[src/include/cmd_consts.vh]
// Purpose: constants for the contact moisture detector
// Assumes: 200 MHz core clock, 6-bit adc codes, current steps 1/4/16/64 ua
// Notes:   times kept in their own unit, cycle counts derived from them
// How it works
// impedance below threshold raises moisture flags
// charger output stays disconnected from a wet line
// threshold equals voltage threshold over target current, default 700 kohm
// manual request during link waits until link disconnects
// after slave pulse and signature pulse, launch a measurement
// three consecutive reduced pulses launch a measurement
// manual probe request launches measurement, waits while converter drives line
// periodic enable runs measurement every 16 s, off after reset
// slave measures every 16 s by default and on its manual bit
// start lowest current, quadruple while reading below 0x3f minus range
// report averaged reading and source current used
// classify result: ground short, moisture, cleared or open
// abort flag when readings vary significantly
// wet flag set only by signature, three-pulse and periodic triggers
// keep pulsing; above 17 kohm moisture removed and flags cleared
// wet line keeps connection cycling attached to detected, failing
// retry enable cleared stops master auto retry; slave retry always on
// trigger during a running measurement is held and serviced afterwards
`ifndef CMD_CONSTS_VH
`define CMD_CONSTS_VH
`define CMD_PERIOD_S        16
`define CMD_CLK_HZ          200000000
// 16 s at 200 mhz, sized: the plain product exceeds the signed 32-bit range
`define CMD_PERIOD_CYC      36'd3200000000
`define CMD_ADC_FULL        6'h3f
`define CMD_PULSE_COUNT     2'h3
`define CMD_THR_RST         8'h46
`define CMD_IP_RST          3'h0
`define CMD_IP_MAX          3'h3
`define CMD_GND_OHM         458
`define CMD_OPEN_OHM        1500000
`define CMD_DRY_OHM         17000
`define CMD_VARY_LIM        6'h04
`endif

[src/cmd_classify.v]
// Purpose: turn reading and current step into a result class
// Assumes: reading in mv per code of 1 mv scaled by adc_mv_lsb, current 1*4^step ua
// Notes:   combinational; ohm = mv*1000 / ua, compared by cross multiply
`timescale 1ns/1ps
`include "cmd_consts.vh"
module cmd_classify #(
    parameter [7:0] MV_LSB = 8'h10
) (
    // measurement
    input  wire [5:0]  i_adc,
    input  wire [1:0]  i_step,
    // threshold programming
    input  wire [7:0]  i_thr_code,
    input  wire [2:0]  i_ip_code,
    // results
    output wire        o_gnd,
    output wire        o_wet,
    output wire        o_done,
    output wire        o_open,
    output wire        o_dry
);
    // compare in milliohm-free units: v_mv*1e3 against r*i_ua
    wire [13:0] v_mv   = i_adc * MV_LSB;
    wire [6:0]  i_ua   = 7'h1 << {i_step, 1'b0};
    wire [13:0] thr_mv = i_thr_code * 8'h0a;
    wire [6:0]  tgt_ua = 7'h1 << i_ip_code;
    wire [47:0] lhs    = {34'h0, v_mv} * 48'd1000;
    wire [47:0] lhs_t  = lhs * {41'h0, tgt_ua};
    wire [47:0] rhs_t  = {34'h0, thr_mv} * 48'd1000 * {41'h0, i_ua};
    assign o_gnd  = lhs < `CMD_GND_OHM * {41'h0, i_ua};
    assign o_wet  = lhs_t < rhs_t;
    assign o_open = lhs > 48'd`CMD_OPEN_OHM * {41'h0, i_ua};
    assign o_done = !o_wet && !o_open;
    assign o_dry  = lhs > 48'd`CMD_DRY_OHM * {41'h0, i_ua};
endmodule // cmd_classify

[src/cmd_moisture_ctrl.v]
// Purpose: per-line moisture probe sequencer for the case side
// Assumes: analog front end returns one adc sample per request
// Notes:   one channel; instantiate twice for two lines
`timescale 1ns/1ps
`include "cmd_consts.vh"
module cmd_moisture_ctrl #(
    parameter [35:0] PERIOD_CYC = `CMD_PERIOD_CYC,
    parameter [7:0]  MV_LSB     = 8'h10
) (
    // clock and reset
    input  wire        i_core_clk,
    input  wire        i_resetn,
    // link events
    input  wire        i_slave_pulse,
    input  wire        i_sig_pulse_sent,
    input  wire        i_reduced_pulse,
    input  wire        i_full_pulse,
    input  wire        i_link_up,
    input  wire        i_link_drop,
    input  wire        i_conv_on_line,
    input  wire        i_detected_phase,
    // configuration
    input  wire        i_manual_probe_request_ch,
    input  wire        i_periodic_probe_enable_ch,
    input  wire        i_auto_retry_enable_ch,
    input  wire [7:0]  i_moisture_voltage_threshold,
    input  wire [2:0]  i_moisture_target_current,
    input  wire [5:0]  i_adc_range_setting,
    // analog front end
    output reg         o_src_en,
    output reg  [1:0]  o_src_step,
    output reg         o_adc_req,
    input  wire        i_adc_valid,
    input  wire [5:0]  i_adc_data,
    // results
    output reg  [5:0]  o_averaged_adc_reading,
    output reg  [6:0]  o_probe_source_current,
    output reg         o_busy,
    output reg         o_res_gnd,
    output reg         o_res_wet,
    output reg         o_res_done,
    output reg         o_res_open,
    output reg         o_res_abort,
    output reg         o_channel_wet_flag,
    output wire        o_conv_connect_allow
);
    localparam [1:0] ST_IDLE = 2'h0;
    localparam [1:0] ST_REQ  = 2'h1;
    localparam [1:0] ST_WAIT = 2'h2;
    localparam [1:0] ST_DONE = 2'h3;

    reg  [1:0] state_r;
    reg  [1:0] step_r;
    reg  [1:0] red_cnt_r;
    reg        pend_auto_r;
    reg        pend_man_r;
    reg        run_auto_r;
    reg        man_prev_r;
    reg  [5:0] first_r;
    reg        first_v_r;
    reg        vary_r;
    reg  [5:0] adc_r;
    wire       tick;
    wire       c_gnd;
    wire       c_wet;
    wire       c_done;
    wire       c_open;
    wire       c_dry;

    cmd_period_timer #(.PERIOD_CYC(PERIOD_CYC)) u_timer (
        .i_core_clk (i_core_clk),
        .i_resetn   (i_resetn),
        .i_en       (i_periodic_probe_enable_ch),
        .o_tick     (tick)
    );

    cmd_classify #(.MV_LSB(MV_LSB)) u_class (
        .i_adc      (adc_r),
        .i_step     (step_r),
        .i_thr_code (i_moisture_voltage_threshold),
        .i_ip_code  (i_moisture_target_current),
        .o_gnd      (c_gnd),
        .o_wet      (c_wet),
        .o_done     (c_done),
        .o_open     (c_open),
        .o_dry      (c_dry)
    );

    function [6:0] step_ua;
        input [1:0] s;
        begin
            step_ua = 7'h1 << {s, 1'b0};
        end
    endfunction

    // three-pulse trigger only counts consecutive reduced pulses
    wire three_hit = i_reduced_pulse && (red_cnt_r == `CMD_PULSE_COUNT - 2'h1);
    // retry enable gates auto triggers once the line was found wet
    wire retry_ok  = !o_channel_wet_flag || i_auto_retry_enable_ch;
    // detected-phase retry only while already wet, so it never newly sets the flag
    wire auto_trig = retry_ok && ((i_slave_pulse && i_sig_pulse_sent)
                     || three_hit || tick || (i_detected_phase && o_channel_wet_flag));
    wire man_rise  = i_manual_probe_request_ch && !man_prev_r;
    // manual waits for link drop and for converter voltage to leave the line
    wire man_ok    = !i_link_up && !i_conv_on_line;
    wire [5:0] lim = `CMD_ADC_FULL - i_adc_range_setting;

    assign o_conv_connect_allow = !o_channel_wet_flag && !o_busy;

    always @(posedge i_core_clk or negedge i_resetn)
    begin
        if (!i_resetn)
        begin
            red_cnt_r  <= 2'h0;
            man_prev_r <= 1'b0;
        end
        else
        begin
            man_prev_r <= i_manual_probe_request_ch;
            if (i_full_pulse)
                red_cnt_r <= 2'h0;
            else if (three_hit)
                red_cnt_r <= 2'h0;
            else if (i_reduced_pulse)
                red_cnt_r <= red_cnt_r + 2'h1;
        end
    end

    always @(posedge i_core_clk or negedge i_resetn)
    begin
        if (!i_resetn)
        begin
            state_r                <= ST_IDLE;
            step_r                 <= 2'h0;
            pend_auto_r            <= 1'b0;
            pend_man_r             <= 1'b0;
            run_auto_r             <= 1'b0;
            first_r                <= 6'h0;
            first_v_r              <= 1'b0;
            vary_r                 <= 1'b0;
            adc_r                  <= 6'h0;
            o_src_en               <= 1'b0;
            o_src_step             <= 2'h0;
            o_adc_req              <= 1'b0;
            o_averaged_adc_reading <= 6'h0;
            o_probe_source_current <= 7'h0;
            o_busy                 <= 1'b0;
            o_res_gnd              <= 1'b0;
            o_res_wet              <= 1'b0;
            o_res_done             <= 1'b0;
            o_res_open             <= 1'b0;
            o_res_abort            <= 1'b0;
            o_channel_wet_flag     <= 1'b0;
        end
        else
        begin
            o_adc_req   <= 1'b0;
            o_res_gnd   <= 1'b0;
            o_res_wet   <= 1'b0;
            o_res_done  <= 1'b0;
            o_res_open  <= 1'b0;
            o_res_abort <= 1'b0;
            // triggers arriving mid-measurement are latched; when a run starts from idle the clear wins
            if (auto_trig)
                pend_auto_r <= 1'b1;
            if (man_rise)
                pend_man_r <= 1'b1;
            // pulses above 17 kohm during wet state clear the flag
            if (o_channel_wet_flag && i_full_pulse && !o_busy)
                o_channel_wet_flag <= 1'b0;
            case (state_r)
                ST_IDLE:
                begin
                    if (pend_auto_r || auto_trig)
                    begin
                        pend_auto_r <= 1'b0;
                        run_auto_r  <= 1'b1;
                        state_r     <= ST_REQ;
                        step_r      <= 2'h0;
                        first_v_r   <= 1'b0;
                        vary_r      <= 1'b0;
                        o_busy      <= 1'b1;
                    end
                    else if (pend_man_r && man_ok)
                    begin
                        pend_man_r <= 1'b0;
                        run_auto_r <= 1'b0;
                        state_r    <= ST_REQ;
                        step_r     <= 2'h0;
                        first_v_r  <= 1'b0;
                        vary_r     <= 1'b0;
                        o_busy     <= 1'b1;
                    end
                end
                ST_REQ:
                begin
                    o_src_en   <= 1'b1;
                    o_src_step <= step_r;
                    o_adc_req  <= 1'b1;
                    state_r    <= ST_WAIT;
                end
                ST_WAIT:
                begin
                    if (i_adc_valid)
                    begin
                        adc_r <= i_adc_data;
                        // each step should read four times the last; a saturated code says nothing
                        if (first_v_r && i_adc_data != `CMD_ADC_FULL
                            && ({2'h0, i_adc_data} > {first_r, 2'h0} + `CMD_VARY_LIM
                            || {first_r, 2'h0} > {2'h0, i_adc_data} + `CMD_VARY_LIM))
                            vary_r <= 1'b1;
                        first_r   <= i_adc_data;
                        first_v_r <= 1'b1;
                        if (i_adc_data < lim && step_r != `CMD_IP_MAX)
                        begin
                            step_r  <= step_r + 2'h1;
                            state_r <= ST_REQ;
                        end
                        else
                            state_r <= ST_DONE;
                    end
                end
                ST_DONE:
                begin
                    o_src_en               <= 1'b0;
                    o_averaged_adc_reading <= adc_r;
                    o_probe_source_current <= step_ua(step_r);
                    o_busy                 <= 1'b0;
                    state_r                <= ST_IDLE;
                    if (vary_r)
                        o_res_abort <= 1'b1;
                    else
                    begin
                        o_res_gnd  <= c_gnd;
                        o_res_wet  <= c_wet;
                        o_res_done <= c_done;
                        o_res_open <= c_open;
                        if (c_wet && run_auto_r)
                            o_channel_wet_flag <= 1'b1;
                        else if (c_dry)
                            o_channel_wet_flag <= 1'b0;
                    end
                end
                default:
                    state_r <= ST_IDLE;
            endcase
        end
    end
endmodule // cmd_moisture_ctrl

[src/cmd_period_timer.v]
// Purpose: free running 16 s tick for periodic probing
// Assumes: count parameter shortened in simulation
// Notes:   restarts whenever the enable drops
`timescale 1ns/1ps
`include "cmd_consts.vh"
module cmd_period_timer #(
    parameter [35:0] PERIOD_CYC = `CMD_PERIOD_CYC
) (
    // clock and reset
    input  wire        i_core_clk,
    input  wire        i_resetn,
    // control
    input  wire        i_en,
    output reg         o_tick
);
    reg [35:0] cnt_r;
    always @(posedge i_core_clk or negedge i_resetn)
    begin
        if (!i_resetn)
        begin
            cnt_r  <= 36'h0;
            o_tick <= 1'b0;
        end
        else if (!i_en)
        begin
            cnt_r  <= 36'h0;
            o_tick <= 1'b0;
        end
        else if (cnt_r == PERIOD_CYC - 36'h1)
        begin
            cnt_r  <= 36'h0;
            o_tick <= 1'b1;
        end
        else
        begin
            cnt_r  <= cnt_r + 36'h1;
            o_tick <= 1'b0;
        end
    end
endmodule // cmd_period_timer

[config.mk]
export PLATFORM = sky130hd
export DESIGN_NAME = cmd_moisture_ctrl
export DESIGN_NICKNAME = d
export VERILOG_FILES = /design/src/cmd_classify.v /design/src/cmd_moisture_ctrl.v /design/src/cmd_period_timer.v
export VERILOG_INCLUDE_DIRS = /design/src /design/src/include
export SDC_FILE = /design/constraint.sdc
export NUM_CORES = 1
export LEC_CHECK = 0
export BUFFER_PORTS_ARGS = -buffer_cell sky130_fd_sc_hd__buf_4
export CORE_MARGIN = 10
export CORE_UTILIZATION = 59
export CTS_CLUSTER_SIZE = 8
export DETAILED_ROUTE_END_ITERATION = 10
export PLACE_DENSITY = 0.8
export SLEW_MARGIN = 40
export SYNTH_ARGS = -nofsm -noshare
export SYNTH_HDL_FRONTEND = slang
export SYNTH_SLANG_ARGS = --single-unit
[constraint.sdc]
create_clock -name i_core_clk -period 9.2 [get_ports i_core_clk]
set_clock_uncertainty 0.1 [all_clocks]
set_input_delay 0.92 -clock i_core_clk [delete_from_list [all_inputs] [get_ports i_core_clk]]
set_output_delay 0.92 -clock i_core_clk [all_outputs]
set_load 0.005 [all_outputs]
Word level (Yosys, flattened, before mapping)

Index checks and enable logic that the tools add are counted.

Register bits: 79
Input port bits: 37
Output and inout port bits: 25
Logic and storage cells: 151

Add/sub/neg operators: 6
$mul: 8
$lt $le $gt $ge: 7
Equal/unequal tests: 11
Shift operators: 2
Mux-type cells: 52
Reductions and logical operators: 41

Operators with widths:

| kind                  | count |
|---|---|
| $mux 36               | 2 |
| $lt 48x31->1          | 1 |
| $add 36x1->36 const B | 1 |
| $eq 36x32->1 const B  | 1 |
| $mux 1                | 33 |
| $gt 24x28->1          | 1 |
| $mul 20x7->27         | 1 |
| $gt 24x22->1          | 1 |
| $lt 24x16->1          | 1 |
| $mul 17x7->24         | 1 |
| $mul 16x7->23 const A | 1 |
| $mux 2                | 11 |
| $mul 12x7->19 const A | 1 |
| $mul 11x7->18 const B | 1 |
| $logic_and 1x1->1     | 15 |
| $mul 8x7->15 const A  | 1 |
| $shl 1x3->7 const A   | 2 |
| $mul 6x7->13 const B  | 1 |
| $mul 8x3->11 const B  | 1 |
| $add 8x3->8 const B   | 1 |
| $gt 6x8->1            | 1 |
| $gt 8x7->1            | 1 |
| $ne 2x2->1 const B    | 4 |
| $pmux 1 s2            | 4 |
| 18 further kinds      | 39 |

Longest topological paths before layout

Word-level depth: 9
Mapped depth: 46
Depth with buffers taken out: 46

Cells and area by module

From an unflattened synthesis, not the netlist that was laid out.

Cell total of the unflattened synthesis: 1,659
Area, all modules: 14,506.4 um2

By module, submodules not included:

| module            | instances | cells each | area an instance (um2) | sequential area each (um2) |
|---|---|---|---|---|
| cmd_classify      | 1         | 1,266      | 10,486.3               | 0.0 |
| cmd_moisture_ctrl | 1         | 193        | 2,083.2                | 975.9 |
| cmd_period_timer  | 1         | 200        | 1,936.9                | 925.9 |

Worst setup path before layout

No wires, ideal clock.

Kind: in2reg
Start point: input i_moisture_voltage_threshold[2]
End point: register o_res_done
Setup time: 68 ps
Arrival: 10,211 ps
Required time: 9,032 ps
Slack: -1,179 ps
Stages: 43
Buffers on the path: 0
Cell sequence: ha_1 ha_1 a21o_1 a21oi_1 o21bai_1 a21oi_1 nor2b_1 o21ai_0 inv_1 ha_1 fa_1 fa_1 ha_1 ha_1 and3_1 o311ai_1 nand2_1 nor2_1 [7 not listed] inv_1 ha_1 nand2_1 nor2_1 a21oi_1 nand3b_1 a21oi_1 o21ai_0 xnor2_1 ha_1 and3_1 nand3_1 nor4_2 o2111a_1 o31ai_1 a221o_1 clkinv_1 and4_1

Longest elaborated chain between the ends: 8

RTL lines:

| element              | line                    | text |
|---|---|---|
| start, declared      | cmd_moisture_ctrl.v:26  | `input wire [7:0] i_moisture_voltage_threshold,` |
| $mul 8x3->11         | cmd_classify.v:25       | `wire [13:0] thr_mv = i_thr_code * 8'h0a;` |
| $mul 11x7->18        | cmd_classify.v:29       | `wire [47:0] rhs_t = {34'h0, thr_mv} * 48'd1000 * {41'h0, i_ua};` |
| $mul 20x7->27        | cmd_classify.v:29       |  |
| $lt 48x31->1         | cmd_classify.v:31       | `assign o_wet = lhs_t < rhs_t;` |
| $logic_not 1->1      | cmd_classify.v:33       | `assign o_done = !o_wet && !o_open;` |
| $logic_and 1x1->1    | cmd_classify.v:33       |  |
| $mux 1               | cmd_moisture_ctrl.v:230 | `if (vary_r)` |
| $mux 1               | cmd_moisture_ctrl.v:171 | `case (state_r)` |
| end signal, assigned | cmd_moisture_ctrl.v:236 | `o_res_done <= c_done;` |
| end, declared        | cmd_moisture_ctrl.v:41  | `output reg o_res_done,` |

No other way between the ends.
A chain may end at the register's enable or synchronous reset.

Final worst setup path

Start point: input i_moisture_voltage_threshold[1]
End point: register o_res_done

The elaborated chain is that of the path after synthesis.

==> results by stage <==
Yosys:
- The count of distinct cell types in the synthesized netlist is 89.
- The cell area after synthesis is 14750 um^2.
- Each instance of the synthesized netlist takes up on average 8.696 um^2.
- The commonest register cell after synthesis is sky130_fd_sc_hd__dfrtp_1.
- Sequential cells were found to cover 12.89% of the synthesized design area.
- The total of flip-flops plus latches after synthesis is 76.
- Counting flops with an async set or reset pin after synthesis yields a share of 100.0%.
- In the synthesized netlist, the number of instances is 1696.
- The synthesized design contains 0 enable-type register cells.
- The number of warnings reported in the yosys synthesis log is 0.

STA:
- The worst setup margin is -0.6679 ns.
- The headroom to the max-slew limit is 47.17%.
- Of the available clock period, the critical path in the final layout requires 107.3%.
- For the pin with the worst max-slew slack, the measured transition is 0.7869 ns.
- The final number of max-transition violations is 0.
- The number of hold-slack violations in the final timing report was 0.
- Final hold analysis gives a worst-case slack of 0.3787 ns.
- Setup violations remaining at the end of the flow were counted as 3.
- The fmax is between 100 and 150 MHz.
- After layout, the minimum clock period comes to 9.868 ns.
- Setup repair after global routing could not meet its margin everywhere.

Clock tree:
- The root buffer cell chosen for the clock tree is sky130_fd_sc_hd__clkbuf_16.
- In this run the deepest clock path goes through 2 buffers.
- The TritonCTS sink count is 76.
- The total number of H-tree levels is 3.
- The TritonCTS buffer count is 9.
- The clock latency on the worst-skew pair is about 0.34 ns.
- The hold-fix buffer count after cts is 0.
- The clock tree from TritonCTS is built.
- After clock tree synthesis, the clock-pin slew on the worst setup and hold paths is 0.06 ns.

Cells and area:
- The library cell used most frequently in the layout, excluding fill and tap cells, is sky130_fd_sc_hd__ha_1.
- Summing all multi-input logic gate instances after layout gives 12270 um^2.
- The final design area excluding fillers is 17600 um^2.
- The area growth from synthesis to layout is 19.32%.
- The fraction of layout instances using a drive strength above 1 is about a fifth.
- The final net count is 2349.
- Leaving out fill and tap cells, the most frequent cells in the layout are sky130_fd_sc_hd__ha_1 (266), sky130_fd_sc_hd__inv_1 (263), sky130_fd_sc_hd__buf_4 (218), sky130_fd_sc_hd__nand2_1 (167), sky130_fd_sc_hd__fa_1 (123).
- Summing all flip-flop and latch instances after layout gives 1902 um^2.
- The fill cell total of the finished layout is 1712.
- The final standard cell utilization of the core is 71.94%.

Drt:
- After the first detailed-routing iteration, the DRC count stood at 783.
- For this block, the routed nets add up to 35240 um of wire.
- In this run the remaining antenna-violating nets after routing total 0.
- After detailed routing, the number of vias per cell comes to 5.624.
- In the final routed layout, each cell accounts on average for 15.85 um.
- The count of vias placed by the detailed router is 12510.
- The post-route DRC violation count is 0.
- The number of iterations in the first detailed-routing pass is 4.

Placement:
- The half-perimeter wire length of the detailed placement result is ~28000 um.
- The number of buffers added on ports is 57.
- Summing all placed instances gives a cell area of 17030 um^2.
- The last weighted congestion value of the routability-driven placer is 0.9401.

Critical path:
- The category of the critical setup timing path is input pin to flop.
- The maximum fanout count along the critical path is 4.
- The worst-path cell with the longest stage delay is sky130_fd_sc_hd__fa_1.
- In this design, the critical path's most frequently occurring cell is sky130_fd_sc_hd__fa_1.
- The worst endpoint data arrival time is around 10 ns.
- The worst setup path is captured at a flop.
- Measured in cells, the most critical reg-to-reg path has a length of 37.
- The worst register-to-register path has a setup slack of -0.06 ns.
- The endpoint of the worst register-to-register path is o_res_done.
- The capture point of the critical path is o_res_done.
- The type of origin of the critical path is an input pin.
- STA puts the critical path data required time at 9.37 ns.
- The critical path starts at i_moisture_voltage_threshold[1].
- The peak per-stage delay on the critical path is 0.53 ns.
- The start of the worst register-to-register path is adc_r[0].

GRT:
- Global routing used 2.114% of the available met3 tracks.
- Global routing consumed, on the met1 layer, 27.59% of the routing resources.
- The routing layer with the top usage in global route is met2.
- For this run, the total global-route usage over all layers was measured as 22.26%.
- The initial antenna violation count is 0.
- Entering global routing, the biggest net connects 77 pins.
- The number of global-route vias before repair is around 13000.
- The leftover overflow at the end of global routing is 0.
- The first global-routing pass estimated between 50000 and 60000 um of wire.
- In the global route stage, met2 resource usage came out at 40.57%.

Floorplan:
- The floorplan has 57 rows.
- The floorplan die area is roughly 32000 um^2.
- The core box area is 24460 um^2.
- The effective utilization at floorplan is 60.29%.
- Measured along the y axis, the die boundary spans 178.1 um.
- The horizontal die dimension is approximately 180 um.
- The I/O pin count is slightly above 60.

Run status:
- The final reports fail on negative setup slack.
- The run finished, with violations left.

Worst hold path:
- The path class of the tightest hold or removal check is flop to flop.

Job:
- The number of maximum-capacitance violations is 0.
-- kinds of logic after synthesis --
group                    Yosys count  share of synthesized area, %
flip-flops                        76                         12.89
AND/OR/NAND/NOR                  513                         17.95
other                              1                       0.02543
XOR/XNOR                         113                         6.710
buffers and inverters            307                         8.025
multiplexers                      13                        0.9331
AO/OA/AOI/OAI                    255                         11.69
adder cells (fa/ha/maj)          418                         41.77
-- cell type report --
class	instances	share of cell area, %
Sequential cell	76	10.81
Clock buffer	10	1.358
Clock inverter	6	0.5475
Antenna cell	1	0.01422
Inverter	272	5.809
Tap cell	324	2.304
Timing Repair Buffer	220	9.428
Multi-Input combinational cell	1315	69.73
-- metrics by stage --
stage | cells | worst slack, ns | TNS [ns]
floorplan | 1698 | -0.2224 | -0.6013
global placement | 2194 | -0.7721 | -2.178
detailed placement | 2194 | -0.9961 | -2.896
CTS | 2217 | -0.5536 | -1.545
global route | 2223 | -1.052 | -3.083
finish | 2224 | -0.6679 | -1.891
-- flip-flops by register name, summed over array words and instances (netlist names), 2 cells and up --
signal,cells
o_probe_source_current,4
adc_r,6
step_r,2
o_src_step,2
o_averaged_adc_reading,6
red_cnt_r,2
state_r,2
u_timer.cnt_r,36
-- worst min-delay path by stage --
| stage | startpoint | to | slack, ns | cells past startpoint |
|---|---|---|---|---|
| 2_1_floorplan | run_auto_r | run_auto_r | 0.36 | 1 |
| 3_3_place_gp | o_averaged_adc_reading[0] | o_averaged_adc_reading[0] | 0.36 | 2 |
| 3_5_place_dp | o_averaged_adc_reading[4] | o_averaged_adc_reading[4] | 0.37 | 2 |
| 4_1_cts | o_averaged_adc_reading[4] | o_averaged_adc_reading[4] | 0.38 | 2 |
| 5_1_grt | o_averaged_adc_reading[5] | o_averaged_adc_reading[5] | 0.41 | 2 |
| 6_report | o_averaged_adc_reading[4] | o_averaged_adc_reading[4] | 0.38 | 2 |
-- cells in the mapped netlist, types with 5 or more instances --
cell type                  instances  area share (%)
sky130_fd_sc_hd__and2_1           68             2.9
sky130_fd_sc_hd__nor4_1           12            0.51
sky130_fd_sc_hd__buf_4             5            0.25
sky130_fd_sc_hd__nand2b_1         13            0.55
sky130_fd_sc_hd__a21oi_1          73             2.5
sky130_fd_sc_hd__inv_1           270             6.9
sky130_fd_sc_hd__nor2b_1          17            0.72
sky130_fd_sc_hd__mux2_2            6            0.46
sky130_fd_sc_hd__mux2i_1           7            0.48
sky130_fd_sc_hd__nor2_1           94             2.4
sky130_fd_sc_hd__a21o_1           30             1.5
sky130_fd_sc_hd__xor2_1           51             3.0
sky130_fd_sc_hd__or3_1             6            0.25
sky130_fd_sc_hd__dfrtp_1          76              13
sky130_fd_sc_hd__o21a_1           15            0.76
sky130_fd_sc_hd__or2_2             8            0.34
sky130_fd_sc_hd__fa_1            124              17
sky130_fd_sc_hd__xnor2_1          62             3.7
sky130_fd_sc_hd__nand2_1         167             4.3
sky130_fd_sc_hd__o21ai_1           6            0.20
sky130_fd_sc_hd__a211o_1           8            0.48
sky130_fd_sc_hd__o211ai_1          7            0.36
sky130_fd_sc_hd__ha_1            294              25
sky130_fd_sc_hd__nand4_1          15            0.64
sky130_fd_sc_hd__o21bai_1         12            0.61
sky130_fd_sc_hd__nor3_1           19            0.64
sky130_fd_sc_hd__nand3_1          37             1.3
sky130_fd_sc_hd__clkbuf_1         25            0.64
sky130_fd_sc_hd__and3_1           14            0.59
sky130_fd_sc_hd__o21ai_0          42             1.4
-- layer usage --
| metal | vias up | share of wire (%) |
|---|---|---|
| met5 | - | 0 |
| met3 | 59 | 3.9 |
| met4 | 0 | 2.1 |
| li1 | 6041 | - |
| met1 | 6143 | 43 |
| met2 | 264 | 51 |
-- timing repair --
action | CTS | global route
setup endpoints to repair | 3 | 3
gates resized for setup | 7 | 14
hold endpoints to repair | 0 | 0
pin swaps | 14 | 12
buffers inserted | 7 | 6
-- worst max-delay path, delay by kind of cell --
| family | cells | cell delay, ns |
|---|---|---|
| fa+ha+maj | 13 | 4.65 |
| simple gates | 10 | 1.36 |
| compound gates | 10 | 2.02 |
| buf+inv | 10 | 0.81 |
| xor+xnor | 2 | 0.28 |
Power is not shown: default switching activity piles up to over one toggle a cycle in this logic, so the estimate is an artifact.
